==> config.mk <==
export PLATFORM = sky130hd
export DESIGN_NAME = prog_seq
export DESIGN_NICKNAME = d
export VERILOG_FILES = /design/src/common/seq_pkg.sv /design/src/common/loc_mem_if.sv /design/src/core/loc_mem.sv /design/src/core/prog_seq.sv
export SDC_FILE = /design/constraint.sdc
export NUM_CORES = 2
export LEC_CHECK = 0
export BUFFER_PORTS_ARGS = -buffer_cell sky130_fd_sc_hd__clkbuf_2
export CAP_MARGIN = 15
export CORE_MARGIN = 8
export CORE_UTILIZATION = 55
export CTS_CLUSTER_DIAMETER = 80
export DETAILED_ROUTE_END_ITERATION = 10
export GPL_TIMING_DRIVEN = 0
export PLACE_DENSITY = 0.71
export SYNTH_ARGS = -nofsm -noshare
export SYNTH_HDL_FRONTEND = slang
export SYNTH_SLANG_ARGS = --single-unit
==> constraint.sdc <==
create_clock -name CLK_IN -period 10 [get_ports CLK_IN]
set_input_delay 2 -clock CLK_IN [delete_from_list [all_inputs] [get_ports CLK_IN]]
set_output_delay 2 -clock CLK_IN [all_outputs]
set_load 0.02 [all_outputs]
==> src/common/seq_pkg.sv <==
// Constants and types shared by the program sequencer files
// Behaviour
// Single-step: each step request runs exactly the successor location, then waits.
// After each step report executed location, successor, regulation flag, measurements.
// Output toggle in step mode switches output without leaving step mode.
// Clear in step mode exits, output held at last executed setpoints.
// Reset request in step mode exits and reloads power-on defaults.
// Successor naming earlier location loops endlessly until a stop request.
// Successor pointer zero ends the sequence after that location completes.
// On zero-pointer termination output keeps the final location's setpoints.
// Clear while running lets current interval finish, then stops holding setpoints.
// Reset request while running stops at once and reloads defaults.
// Output toggle while running zeroes setpoints, stops, remembers current location.
// Second output toggle re-applies the remembered location's setpoints.
// Forty locations, each dwell interval defaulting to ten milliseconds.
// Location stores current, voltage, both limits, dwell interval, successor.
// Dwell interval spans ten milliseconds to 655.35 seconds in 10 ms steps.
// Run request starts at selectable location, dwelling on each before moving.
// Dwell timer counts 10 ms ticks from clock, advances at stored count.
package seq_pkg;
	localparam int          LOC_COUNT       = 40;
	localparam int          LOC_W           = 6;
	localparam int          SET_W           = 16;
	localparam int          DWELL_W         = 16;
	localparam int          CLK_HZ          = 125000000;
	localparam int          TICK_MS         = 10;
	localparam int          TICK_CYCLES     = CLK_HZ / 1000 * TICK_MS;
	localparam int          TICK_W          = 21;
	localparam logic [15:0] DWELL_DEFAULT   = 16'h0001;
	localparam logic [15:0] DWELL_MIN       = 16'h0001;
	localparam logic [5:0]  LOC_NONE        = 6'h00;
	localparam logic [5:0]  LOC_FIRST       = 6'h01;
	localparam logic [15:0] SET_ZERO        = 16'h0000;
	// Field order inside one stored location word
	typedef struct packed {
		logic [SET_W-1:0]   current_set;
		logic [SET_W-1:0]   voltage_set;
		logic [SET_W-1:0]   overvoltage_limit;
		logic [SET_W-1:0]   overcurrent_limit;
		logic [DWELL_W-1:0] dwell_interval;
		logic [LOC_W-1:0]   successor;
	} loc_s;
	localparam int LOC_BITS = $bits(loc_s);
	typedef enum logic [2:0] {ST_IDLE, ST_FETCH, ST_APPLY, ST_DWELL, ST_STEPWAIT, ST_PAUSED} seq_state_e;
endpackage

==> src/common/loc_mem_if.sv <==
// Carrier between sequencer and location memory
`timescale 1ns/10ps
interface loc_mem_if;
	import seq_pkg::*;
	logic             wr_en;
	logic [LOC_W-1:0] wr_addr;
	loc_s             wr_data;
	logic [LOC_W-1:0] rd_addr;
	loc_s             rd_data;
	modport ctrl (output wr_en, output wr_addr, output wr_data, output rd_addr, input rd_data);
	modport mem  (input wr_en, input wr_addr, input wr_data, input rd_addr, output rd_data);
endinterface

==> src/core/loc_mem.sv <==
// Forty-location program table with registered read port
`timescale 1ns/10ps
module loc_mem #(
	parameter int DEPTH = seq_pkg::LOC_COUNT
) (
	input wire logic CLK_IN,
	loc_mem_if.mem   bus
);
	import seq_pkg::*;
	// Index 0 is the terminator code; storage spans 0..DEPTH and locations use 1..DEPTH
	loc_s store [0:DEPTH];

	// Writes from the editor port, defaults loaded through that port at reset
	always_ff @(posedge CLK_IN) begin
		if (bus.wr_en) begin
			store[bus.wr_addr] <= bus.wr_data;
		end
	end

	// Registered read
	always_ff @(posedge CLK_IN) begin
		bus.rd_data <= store[bus.rd_addr];
	end
endmodule

==> src/core/prog_seq.sv <==
// Stored-program output sequencer for a programmable DC source
`timescale 1ns/10ps
module prog_seq #(
	parameter int TICK_CYC = seq_pkg::TICK_CYCLES
) (
	// Clock and reset
	input  wire logic                         CLK_IN,
	input  wire logic                         RST_IN,
	// Front panel keys, one-cycle pulses
	input  wire logic                         RUN_KEY_IN,
	input  wire logic                         STEP_KEY_IN,
	input  wire logic                         CLEAR_KEY_IN,
	input  wire logic                         RESET_KEY_IN,
	input  wire logic                         OUTPUT_KEY_IN,
	input  wire logic [seq_pkg::LOC_W-1:0]    START_LOC_IN,
	// Table editing port
	input  wire logic                         EDIT_WR_IN,
	input  wire logic [seq_pkg::LOC_W-1:0]    EDIT_ADDR_IN,
	input  wire seq_pkg::loc_s                EDIT_DATA_IN,
	// Measurements from the output stage
	input  wire logic [seq_pkg::SET_W-1:0]    MEAS_V_IN,
	input  wire logic [seq_pkg::SET_W-1:0]    MEAS_I_IN,
	input  wire logic                         CV_MODE_IN,
	// Setpoints to the output stage
	output logic [seq_pkg::SET_W-1:0]         CURRENT_SET_OUT,
	output logic [seq_pkg::SET_W-1:0]         VOLTAGE_SET_OUT,
	output logic [seq_pkg::SET_W-1:0]         OVERVOLTAGE_LIMIT_OUT,
	output logic [seq_pkg::SET_W-1:0]         OVERCURRENT_LIMIT_OUT,
	output logic                              OUTPUT_ON_OUT,
	// Status display
	output logic                              RUNNING_OUT,
	output logic                              STEP_MODE_OUT,
	output logic                              STEP_DONE_OUT,
	output logic [seq_pkg::LOC_W-1:0]         EXEC_LOC_OUT,
	output logic [seq_pkg::LOC_W-1:0]         NEXT_LOC_OUT,
	output logic                              CONSTANT_VOLTAGE_FLAG_OUT,
	output logic                              CONSTANT_CURRENT_FLAG_OUT,
	output logic [seq_pkg::SET_W-1:0]         MEAS_V_OUT,
	output logic [seq_pkg::SET_W-1:0]         MEAS_I_OUT
);
	import seq_pkg::*;

	loc_mem_if mbus ();
	loc_mem #(.DEPTH(LOC_COUNT)) u_mem (.CLK_IN(CLK_IN), .bus(mbus.mem));

	seq_state_e       state_r;
	logic             step_mode_r;
	logic             clear_pend_r;
	logic             cycle_step_r;
	logic [LOC_W-1:0] cur_loc_r;
	loc_s             cur_r;
	logic [TICK_W-1:0] tick_cnt_r;
	logic             tick_r;
	logic [DWELL_W-1:0] dwell_cnt_r;
	logic [LOC_W-1:0] init_addr_r;
	logic             init_r;
	loc_s             dflt;

	// Power-on default content: zero setpoints, 10 ms dwell, no successor
	always_comb begin
		dflt                = '0;
		dflt.dwell_interval = DWELL_DEFAULT;
		dflt.successor      = LOC_NONE;
	end

	// Reset walks every location back to its default, one per cycle
	always_ff @(posedge CLK_IN) begin
		if (RST_IN) begin
			init_r      <= 1'b1;
			init_addr_r <= LOC_FIRST;
		end else if (init_r) begin
			if (init_addr_r == LOC_W'(LOC_COUNT)) begin
				init_r <= 1'b0;
			end
			init_addr_r <= init_addr_r + 6'h01;
		end
	end

	assign mbus.wr_en   = init_r | EDIT_WR_IN;
	assign mbus.wr_addr = init_r ? init_addr_r : EDIT_ADDR_IN;
	assign mbus.wr_data = init_r ? dflt : EDIT_DATA_IN;
	assign mbus.rd_addr = cur_loc_r;

	// 10 ms tick divider, free running, restarted at each new location
	always_ff @(posedge CLK_IN) begin
		if (RST_IN || state_r == ST_APPLY) begin
			tick_cnt_r <= '0;
			tick_r     <= 1'b0;
		end else if (tick_cnt_r == TICK_W'(TICK_CYC - 1)) begin
			tick_cnt_r <= '0;
			tick_r     <= 1'b1;
		end else begin
			tick_cnt_r <= tick_cnt_r + 21'h000001;
			tick_r     <= 1'b0;
		end
	end

	// Dwell counter in 10 ms units; a stored zero is treated as the minimum
	always_ff @(posedge CLK_IN) begin
		if (RST_IN) begin
			dwell_cnt_r <= '0;
		end else if (state_r == ST_APPLY) begin
			dwell_cnt_r <= '0;
		end else if (state_r == ST_DWELL && tick_r) begin
			dwell_cnt_r <= dwell_cnt_r + 16'h0001;
		end
	end

	logic [DWELL_W-1:0] dwell_lim;
	logic               dwell_done;
	assign dwell_lim  = (cur_r.dwell_interval < DWELL_MIN) ? DWELL_MIN : cur_r.dwell_interval;
	assign dwell_done = (state_r == ST_DWELL) && tick_r && (dwell_cnt_r + 16'h0001 >= dwell_lim);

	// Sequencer state. Reset key outranks the toggle, which outranks clear.
	always_ff @(posedge CLK_IN) begin
		if (RST_IN || init_r || RESET_KEY_IN) begin
			state_r      <= ST_IDLE; // see
			step_mode_r  <= 1'b0;
			clear_pend_r <= 1'b0;
			cycle_step_r <= 1'b0;
			cur_loc_r    <= LOC_FIRST;
			cur_r        <= dflt;
		end else begin
			case (state_r)
				ST_IDLE: begin
					if (RUN_KEY_IN || STEP_KEY_IN) begin
						cur_loc_r    <= (START_LOC_IN == LOC_NONE) ? LOC_FIRST : START_LOC_IN;
						step_mode_r  <= STEP_KEY_IN & ~RUN_KEY_IN;
						clear_pend_r <= 1'b0;
						state_r      <= ST_FETCH;
					end
				end
				// One cycle for the registered memory read
				// Clear keys in the two lead-in cycles are kept, so a stop is never lost
				ST_FETCH: begin
					state_r      <= (OUTPUT_KEY_IN && !step_mode_r) ? ST_PAUSED : ST_APPLY;
					clear_pend_r <= clear_pend_r | CLEAR_KEY_IN;
				end
				ST_APPLY: begin
					cur_r        <= mbus.rd_data;
					clear_pend_r <= clear_pend_r | CLEAR_KEY_IN;
					if (OUTPUT_KEY_IN && !step_mode_r) begin
						state_r <= ST_PAUSED;
					end else begin
						state_r <= step_mode_r ? ST_STEPWAIT : ST_DWELL;
					end
				end
				ST_DWELL: begin
					if (OUTPUT_KEY_IN) begin
						state_r <= ST_PAUSED;
					end else if (dwell_done) begin
						if (clear_pend_r || CLEAR_KEY_IN || cur_r.successor == LOC_NONE) begin
							state_r <= ST_IDLE; // see see
						end else begin
							cur_loc_r <= cur_r.successor;
							state_r   <= ST_FETCH;
						end
					end else if (CLEAR_KEY_IN) begin
						clear_pend_r <= 1'b1;
					end
				end
				// Waiting for the next step key
				ST_STEPWAIT: begin
					if (CLEAR_KEY_IN || clear_pend_r) begin
						state_r     <= ST_IDLE;
						step_mode_r <= 1'b0;
					end else if (STEP_KEY_IN) begin
						if (cur_r.successor == LOC_NONE) begin
							state_r     <= ST_IDLE;
							step_mode_r <= 1'b0;
						end else begin
							cur_loc_r <= cur_r.successor;
							state_r   <= ST_FETCH;
						end
					end
				end
				// Stopped by the toggle; the remembered location is cur_r
				ST_PAUSED: begin
					if (OUTPUT_KEY_IN) begin
						state_r <= ST_IDLE;
					end
				end
				default: begin
					state_r <= ST_IDLE;
				end
			endcase
		end
	end

	// Output enable; toggles freely except the pause path which forces it
	always_ff @(posedge CLK_IN) begin
		if (RST_IN || init_r || RESET_KEY_IN) begin
			OUTPUT_ON_OUT <= 1'b0;
		end else if ((state_r == ST_FETCH || state_r == ST_APPLY || state_r == ST_DWELL) && !step_mode_r && OUTPUT_KEY_IN) begin
			OUTPUT_ON_OUT <= 1'b0;
		end else if (state_r == ST_PAUSED && OUTPUT_KEY_IN) begin
			OUTPUT_ON_OUT <= 1'b1;
		end else if (OUTPUT_KEY_IN) begin
			OUTPUT_ON_OUT <= ~OUTPUT_ON_OUT;
		end
	end

	// Setpoints follow the active location; zero while the output is off
	always_ff @(posedge CLK_IN) begin
		if (RST_IN || !OUTPUT_ON_OUT) begin
			CURRENT_SET_OUT       <= SET_ZERO;
			VOLTAGE_SET_OUT       <= SET_ZERO;
			OVERVOLTAGE_LIMIT_OUT <= SET_ZERO;
			OVERCURRENT_LIMIT_OUT <= SET_ZERO;
		end else begin
			CURRENT_SET_OUT       <= cur_r.current_set; // see
			VOLTAGE_SET_OUT       <= cur_r.voltage_set;
			OVERVOLTAGE_LIMIT_OUT <= cur_r.overvoltage_limit;
			OVERCURRENT_LIMIT_OUT <= cur_r.overcurrent_limit;
		end
	end

	// Status display; report is latched each time a location is applied, in step or run mode
	always_ff @(posedge CLK_IN) begin
		if (RST_IN) begin
			RUNNING_OUT               <= 1'b0;
			STEP_MODE_OUT             <= 1'b0;
			STEP_DONE_OUT             <= 1'b0;
			EXEC_LOC_OUT              <= LOC_NONE;
			NEXT_LOC_OUT              <= LOC_NONE;
			CONSTANT_VOLTAGE_FLAG_OUT <= 1'b0;
			CONSTANT_CURRENT_FLAG_OUT <= 1'b0;
			MEAS_V_OUT                <= SET_ZERO;
			MEAS_I_OUT                <= SET_ZERO;
		end else begin
			RUNNING_OUT   <= (state_r == ST_FETCH || state_r == ST_APPLY || state_r == ST_DWELL) && !step_mode_r;
			STEP_MODE_OUT <= step_mode_r;
			STEP_DONE_OUT <= (state_r == ST_APPLY) && step_mode_r;
			if (state_r == ST_APPLY) begin
				EXEC_LOC_OUT              <= cur_loc_r;
				NEXT_LOC_OUT              <= mbus.rd_data.successor;
				CONSTANT_VOLTAGE_FLAG_OUT <= CV_MODE_IN;
				CONSTANT_CURRENT_FLAG_OUT <= ~CV_MODE_IN;
				MEAS_V_OUT                <= MEAS_V_IN;
				MEAS_I_OUT                <= MEAS_I_IN;
			end
		end
	end

	// A step lands exactly three cycles after the step key in the wait state
	AST_STEP_ONE: assert property (@(posedge CLK_IN) disable iff (RST_IN)
		(state_r == ST_STEPWAIT && STEP_KEY_IN && !CLEAR_KEY_IN && !clear_pend_r && !RESET_KEY_IN
		&& cur_r.successor != LOC_NONE)
		|=> state_r == ST_FETCH ##1 state_r == ST_APPLY ##1 state_r == ST_STEPWAIT)
		else $error("Step did not execute one location");
	AST_STEP_REPORT: assert property (@(posedge CLK_IN) disable iff (RST_IN)
		(state_r == ST_APPLY && step_mode_r && !RESET_KEY_IN) |=> STEP_DONE_OUT && EXEC_LOC_OUT == $past(cur_loc_r))
		else $error("Step report wrong");
	AST_STEP_TOGGLE: assert property (@(posedge CLK_IN) disable iff (RST_IN)
		(state_r == ST_STEPWAIT && OUTPUT_KEY_IN && !CLEAR_KEY_IN && !clear_pend_r && !STEP_KEY_IN && !RESET_KEY_IN)
		|=> state_r == ST_STEPWAIT && OUTPUT_ON_OUT != $past(OUTPUT_ON_OUT))
		else $error("Toggle in step mode misbehaved");
	AST_STEP_CLEAR: assert property (@(posedge CLK_IN) disable iff (RST_IN)
		(state_r == ST_STEPWAIT && CLEAR_KEY_IN && !RESET_KEY_IN) |=> state_r == ST_IDLE && !step_mode_r && $stable(cur_r))
		else $error("Clear in step mode did not hold setpoints");
	AST_RESET_KEY: assert property (@(posedge CLK_IN) disable iff (RST_IN) // see
		RESET_KEY_IN |=> state_r == ST_IDLE && !OUTPUT_ON_OUT && cur_r == dflt)
		else $error("Reset key did not restore defaults");
	AST_LOOP: assert property (@(posedge CLK_IN) disable iff (RST_IN)
		(dwell_done && !OUTPUT_KEY_IN && !CLEAR_KEY_IN && !clear_pend_r && !RESET_KEY_IN && cur_r.successor != LOC_NONE)
		|=> cur_loc_r == $past(cur_r.successor) && state_r == ST_FETCH)
		else $error("Successor not followed");
	AST_TERMINATE: assert property (@(posedge CLK_IN) disable iff (RST_IN) // see
		(dwell_done && !OUTPUT_KEY_IN && !RESET_KEY_IN && cur_r.successor == LOC_NONE)
		|=> state_r == ST_IDLE && $stable(cur_r))
		else $error("Zero successor did not stop sequence");
	AST_CLEAR_FINISH: assert property (@(posedge CLK_IN) disable iff (RST_IN)
		(state_r == ST_DWELL && CLEAR_KEY_IN && !dwell_done && !OUTPUT_KEY_IN && !RESET_KEY_IN) |=> state_r == ST_DWELL)
		else $error("Clear cut the step short");
	AST_TOGGLE_STOP: assert property (@(posedge CLK_IN) disable iff (RST_IN)
		(state_r == ST_DWELL && OUTPUT_KEY_IN && !RESET_KEY_IN) |=> state_r == ST_PAUSED ##1 CURRENT_SET_OUT == SET_ZERO)
		else $error("Toggle did not stop and zero output");
	AST_TOGGLE_RESUME: assert property (@(posedge CLK_IN) disable iff (RST_IN)
		(state_r == ST_PAUSED && OUTPUT_KEY_IN && !RESET_KEY_IN) |=> ##1 VOLTAGE_SET_OUT == cur_r.voltage_set)
		else $error("Second toggle did not restore setpoints");
endmodule

; ---- Yosys cells after proc, flatten, opt, wreduce, memory -nomap -nowiden
; Memories as Yosys holds them, arrays and structs flattened. A register that Yosys moved wholly into a read port is not among the register bits.
; Index checks and enable logic that the tools add are counted.
[totals]
register_bits = 256
mem_bits_rw = 3526
wordCells = 135
n_memories = 1
[classes]
n_addsub = 3
magnitude_cmp = 2
eq_ne = 20
mux = 41
bitwise_logic = 6
n_reduce_logical = 33
[memory_table]
columns = memory, depth, word_bits, read_ports, rd_ports_with_merged_regs, write_ports, line
row1 = u_mem.store, 41, 86, 1, 1, 1, loc_mem.sv:11  ; loc_s store [0:DEPTH];
[ops]
columns = cell, count
row1 = $mux 86, 1
row2 = $mux 6, 9
row3 = $mux 3, 9
row4 = $add 21x1->21 const B, 1
row5 = $eq 21x21->1 const B, 1
row6 = $ne 2x2->1 const B, 10
row7 = $pmux 3 s6, 1
row8 = $pmux 6 s3, 1
row9 = $mux 1, 17
row10 = $add 16x1->16 const B, 1
row11 = $ge 16x16->1, 1
row12 = $lt 16x1->1 const B, 1
row13 = $mux 16, 1
row14 = $logic_not 6->1, 2
row15 = $logic_or 1x1->1, 9
row16 = $ne 3x3->1 const B, 3
row17 = $reduce_and 4->1, 2
row18 = $reduce_and 8->1, 1
row19 = $reduce_or 2->1, 4
row20 = $logic_and 1x1->1, 7
row21 = $add 6x1->6 const B, 1
row22 = $eq 3x2->1 const B, 2
row23 = $eq 3x3->1 const B, 2
row24 = $eq 6x6->1 const B, 1
row25 = other kinds (11), 17

; ---- Depth between registers and ports, before layout
[depth]
depth_word = 7
mapped_depth = 14

; ---- Hierarchy
; A second synthesis with hierarchy kept.
[unflattened]
hier_cells = 7630
hier_area_um2 = 146690.7
[modules_own_cells]
columns = mod, instances, cells_per_inst, area_per_inst_um2, seq_area_each_um2
row1 = loc_mem, 1, 6384, 136344.5, 107603.2
row2 = prog_seq, 1, 1246, 10346.2, 5124.9

; ---- Worst setup path after synthesis
; Ideal clock, no wire load.
[synth_path]
path_kind = input to register
startpoint = input EDIT_WR_IN
endpoint = memory u_mem.store[40][0] in the netlist's numbering (enable)
setup_ns = 0.654
arrival_ns = 8.745
slack_ns = 0.602
stages = 4
path_cell_list = nand2_1 o22ai_1 nand2_1 nor3b_1
[synth_between]
elab_chain_len = 3
[synth_lines]
columns = element, line
row1 = from (decl), prog_seq.sv:17  ; input wire logic EDIT_WR_IN,
row2 = $or 1x1->1, prog_seq.sv:79  ; assign mbus.wr_en = init_r | EDIT_WR_IN;
row3 = $mux 1, loc_mem.sv:15  ; if (bus.wr_en) begin
row4 = $mux 1 (implied by the code), loc_mem.sv:16  ; store[bus.wr_addr] <= bus.wr_data;
row5 = to (decl), loc_mem.sv:11
; Every way passes these cells.

==> flow_summary_export.csv <==
group,metric,value,unit
outcome,status,"completed",
global_route,grt-ovfl-total,0,
die,die_y,529.5,um
detailed_routing,wl_per_cell,32.71,um
timing,rsz0062_at_grt,"no",
global_route,first_global_vias,76492,
clocking,cts_resized,0,
detailed_routing,wl_met2,183.4,mm
timing,layout_setup_ws,5.112,ns
power,swShare,0.1972,
timing,hold_violations,0,
setup_path,r2r_end,"u_mem.bus.rd_data[6]",
placed_design,port_buffers,251,
min_path,hp-start,"u_mem.bus.rd_data[61]",
timing,finalSetupViolations,0,
synthesis,yosys-top-cells-area,"edfxtp_1 73%, mux4_2 13%, dfxtp_1 4.7%, a22oi_1 1.5%, a21oi_1 1.3%",
finish,nets,8140,
clocking,path_clk_slew,0.07,ns
min_path,hold_end,"cur_r[61]",
die,coreArea,262300,um2
detailed_routing,firstDrtPassIters,6,
detailed_routing,num_vias,76573,
die,ios,253,
clocking,numCtsBuffers,389,
detailed_routing,wl_met3,44.24,mm
timing,final.min_clock_period,4.888,ns
timing,relSlewSlack,0.1334,
timing,clock.fmax,0.2046,GHz
clocking,cts_tree,"done",
detailed_routing,avgViaCountPerCell,6.469,
synthesis,yosysWarnings,0,
global_route,grt_max_degree,42,
detailed_routing,antenna_left,0,
finish,final_common_cell,"edfxtp_1",
power,clkPwrFrac,0.435,
synthesis,synth_nets,7235,
synthesis,ys_ff_latch,3868,
timing,drv_slew,0,
synthesis,synth_area,145000,um2
clocking,post-cts-setup-buffers,0,
clocking,htree_levels,5,
detailed_routing,top_layer,"met5",
power,comb_power_share,0.018,
finish,final_util,0.6428,
die,placementRows,188,
die,start_util,0.5528,
power,ir_drop,0.0001938,V
placed_design,finalWeightedCongestion,0.8376,
setup_path,worst-setup-path-type,"flop to flop",
clocking,cts.sinks,3868,
setup_path,critPathRequiredTime,10.75,ns
run,drv_cap,0,
setup_path,end_kind,"flop",
synthesis,syn_inst,7076,
timing,final.period_utilization,0.4888,
placed_design,hpwl,257.2,mm
detailed_routing,wl,387.2,mm
power,leakage,54.67,nW
synthesis,synth_edf_count,3526,
finish,final_cell_mix,"3526 x edfxtp_1, 860 x mux4_2, 406 x nand2_1, 406 x clkbuf_16, 380 x a21oi_1",
global_route,antenna_found_initial,36,
setup_path,startpoint,"cur_loc_r[1]",
setup_path,cp_max_fo,10,
power,p_sw,6.385,mW
die,dieArea,280300,um2
clocking,clk_latency,0.99,ns
min_path,whs_path_depth,2,
placed_design,dpl_worst_slack,4.837,ns
die,die_w,529.5,um
synthesis,async_reset_ff_frac,0,
clocking,cts_root_buf,"clkbuf_16",
clocking,clockBufferDepth,4,
global_route,grtUsageTotal,0.2718,
setup_path,r2r_start,"cur_loc_r[1]",
synthesis,synth_flop_cell,"edfxtp_1",
finish,drive_gt1_frac,0.2673,
min_path,holdCritPathClass,"flop to flop",
setup_path,reg2reg_slack,5.11,ns
detailed_routing,dr.first_iter.drc_count,11215,
timing,tightest_slew,1.300,ns
synthesis,yosys.area.top_type,"edfxtp_1",
global_route,grt_first_pass_wirelength,546.9,mm
clocking,ctsHoldBuffers,0,
setup_path,start_kind,"flop",
timing,fin_worst_skew,0.05737,ns
detailed_routing,drc,0,
power,pwr-share-seq,0.547,
setup_path,r2r_cells,9,
synthesis,synth_cell_type_count,60,
synthesis,seq_area_frac_synth,0.7774,
synthesis,synth_top_area_frac,0.7302,
power,intPower,25.99,mW
setup_path,cp.arrival,5.64,ns
synthesis,post_synth.cell_area_avg,20.49,um2
finish,area_growth_syn_to_layout,16.28,%
detailed_routing,wl_met1,144.6,mm
power,powerDensity,192.0,nW/um2
==> worst max-delay path, cell delays in order, from the launching register on <==
cell,delay (ns)
dfxtp_1,0.50
buf_2,0.23
buf_2,0.69
clkbuf_2,0.85
buf_2,0.54
mux4_2,0.40
a22oi_1,0.24
nand2_1,0.10
a211oi_1,0.87
a21oi_1,0.20
==> worst max path at each step <==
stage / end / slack (ns)
2_1_floorplan: u_mem.store[40][0] / 0.60
3_3_place_gp: u_mem.store[40][45] / -6.62
3_5_place_dp: u_mem.store[27][49] / 4.84
4_1_cts: u_mem.bus.rd_data[6] / 5.31
5_1_grt: u_mem.bus.rd_data[6] / 5.30
6_report: u_mem.bus.rd_data[6] / 5.11
==> power groups by stage <==
| stage | logic [mW] | clock network (mW) | registers (mW) |
|---|---|---|---|
| after CTS | 0.571 | 14.2 | 17.7 |
| after global placement | 0.471 | 0 | 18.1 |
| after floorplan | 0.277 | 0 | 18.0 |
| after detailed placement | 0.565 | 0 | 18.0 |
| final | 0.575 | 14.1 | 17.7 |
| after global routing | 0.599 | 14.8 | 17.7 |
==> sequential cells by signal, summed over array words and instances, names as in the netlist, 3 cells and up <==
name and count:
OVERVOLTAGE_LIMIT_OUT 16, u_mem.store 3526, tick_cnt_r 21, MEAS_I_OUT 16
dwell_cnt_r 16, cur_r 86, NEXT_LOC_OUT 6, MEAS_V_OUT 16
cur_loc_r 6, CURRENT_SET_OUT 16, state_r 3, OVERCURRENT_LIMIT_OUT 16
EXEC_LOC_OUT 6, VOLTAGE_SET_OUT 16, init_addr_r 6, u_mem.bus.rd_data 86
==> per-layer routing <==
layer  global-route usage  vias up
met5                    0        -
met4              0.09844       34
met3              0.06602      824
met2               0.4300     4988
met1               0.3737    39865
li1                     -    30862
==> per-stage QoR <==
step           instance area (um2)  cells  power, mW  setup TNS, ns  hold slack [ns]
6_report                    168600  11837      32.37              0           0.4324
5_1_grt                     168500  11812      33.10              0           0.4464
4_1_cts                     168500  11798      32.47              0           0.4353
3_5_place_dp                156200  11102      18.61              0           0.4286
3_3_place_gp                150700  10842      18.57       -7133.50           0.4235
2_1_floorplan               145000   7076      18.32              0           0.4170
==> cell type report <==
class                           instances  area (um2)
Sequential cell                      3868      112700
Fill cell                           17051       93670
Antenna cell                           36       90.09
Inverter                               24       90.09
Multi-Input combinational cell       2766       30920
Clock inverter                        195        1546
Buffer                                418        1819
Clock buffer                          501       10720
Timing Repair Buffer                  514        6291
Tap cell                             3515        4398
==> kinds of logic after synthesis <==
| logic type | synth area share |
|---|---|
| and+or+nand+nor | 0.02761 |
| DFF | 0.7774 |
| adders and majority gates | 0.001726 |
| buffers and inverters | 0.01301 |
| muxes | 0.1401 |
| AOI/OAI and AO/OA | 0.03723 |
| xor gates and xnor gates | 0.002839 |
==> synth_stat cells, types with 3 or more instances <==
| library cell | count |
|---|---|
| edfxtp_1 | 3526 |
| mux4_2 | 860 |
| nand2_1 | 406 |
| a21oi_1 | 380 |
| dfxtp_1 | 342 |
| a22oi_1 | 291 |
| clkbuf_1 | 233 |
| nor2_1 | 202 |
| buf_2 | 124 |
| mux2i_1 | 95 |
| nor2b_1 | 94 |
| a211oi_1 | 88 |
| and2_1 | 68 |
| o22ai_1 | 58 |
| buf_1 | 43 |
| nor3_1 | 37 |
| xor2_1 | 25 |
| inv_1 | 24 |
| xnor2_1 | 22 |
| ha_1 | 20 |
| nand3_1 | 18 |
| o21ai_0 | 17 |
| buf_4 | 15 |
| nand2b_1 | 14 |
| nand4_1 | 8 |
| or3_1 | 8 |
| o211ai_1 | 5 |
| or2_2 | 5 |
| and3_1 | 4 |
| nor4_1 | 3 |
No activity file was read; power rests on OpenSTA's default activity.
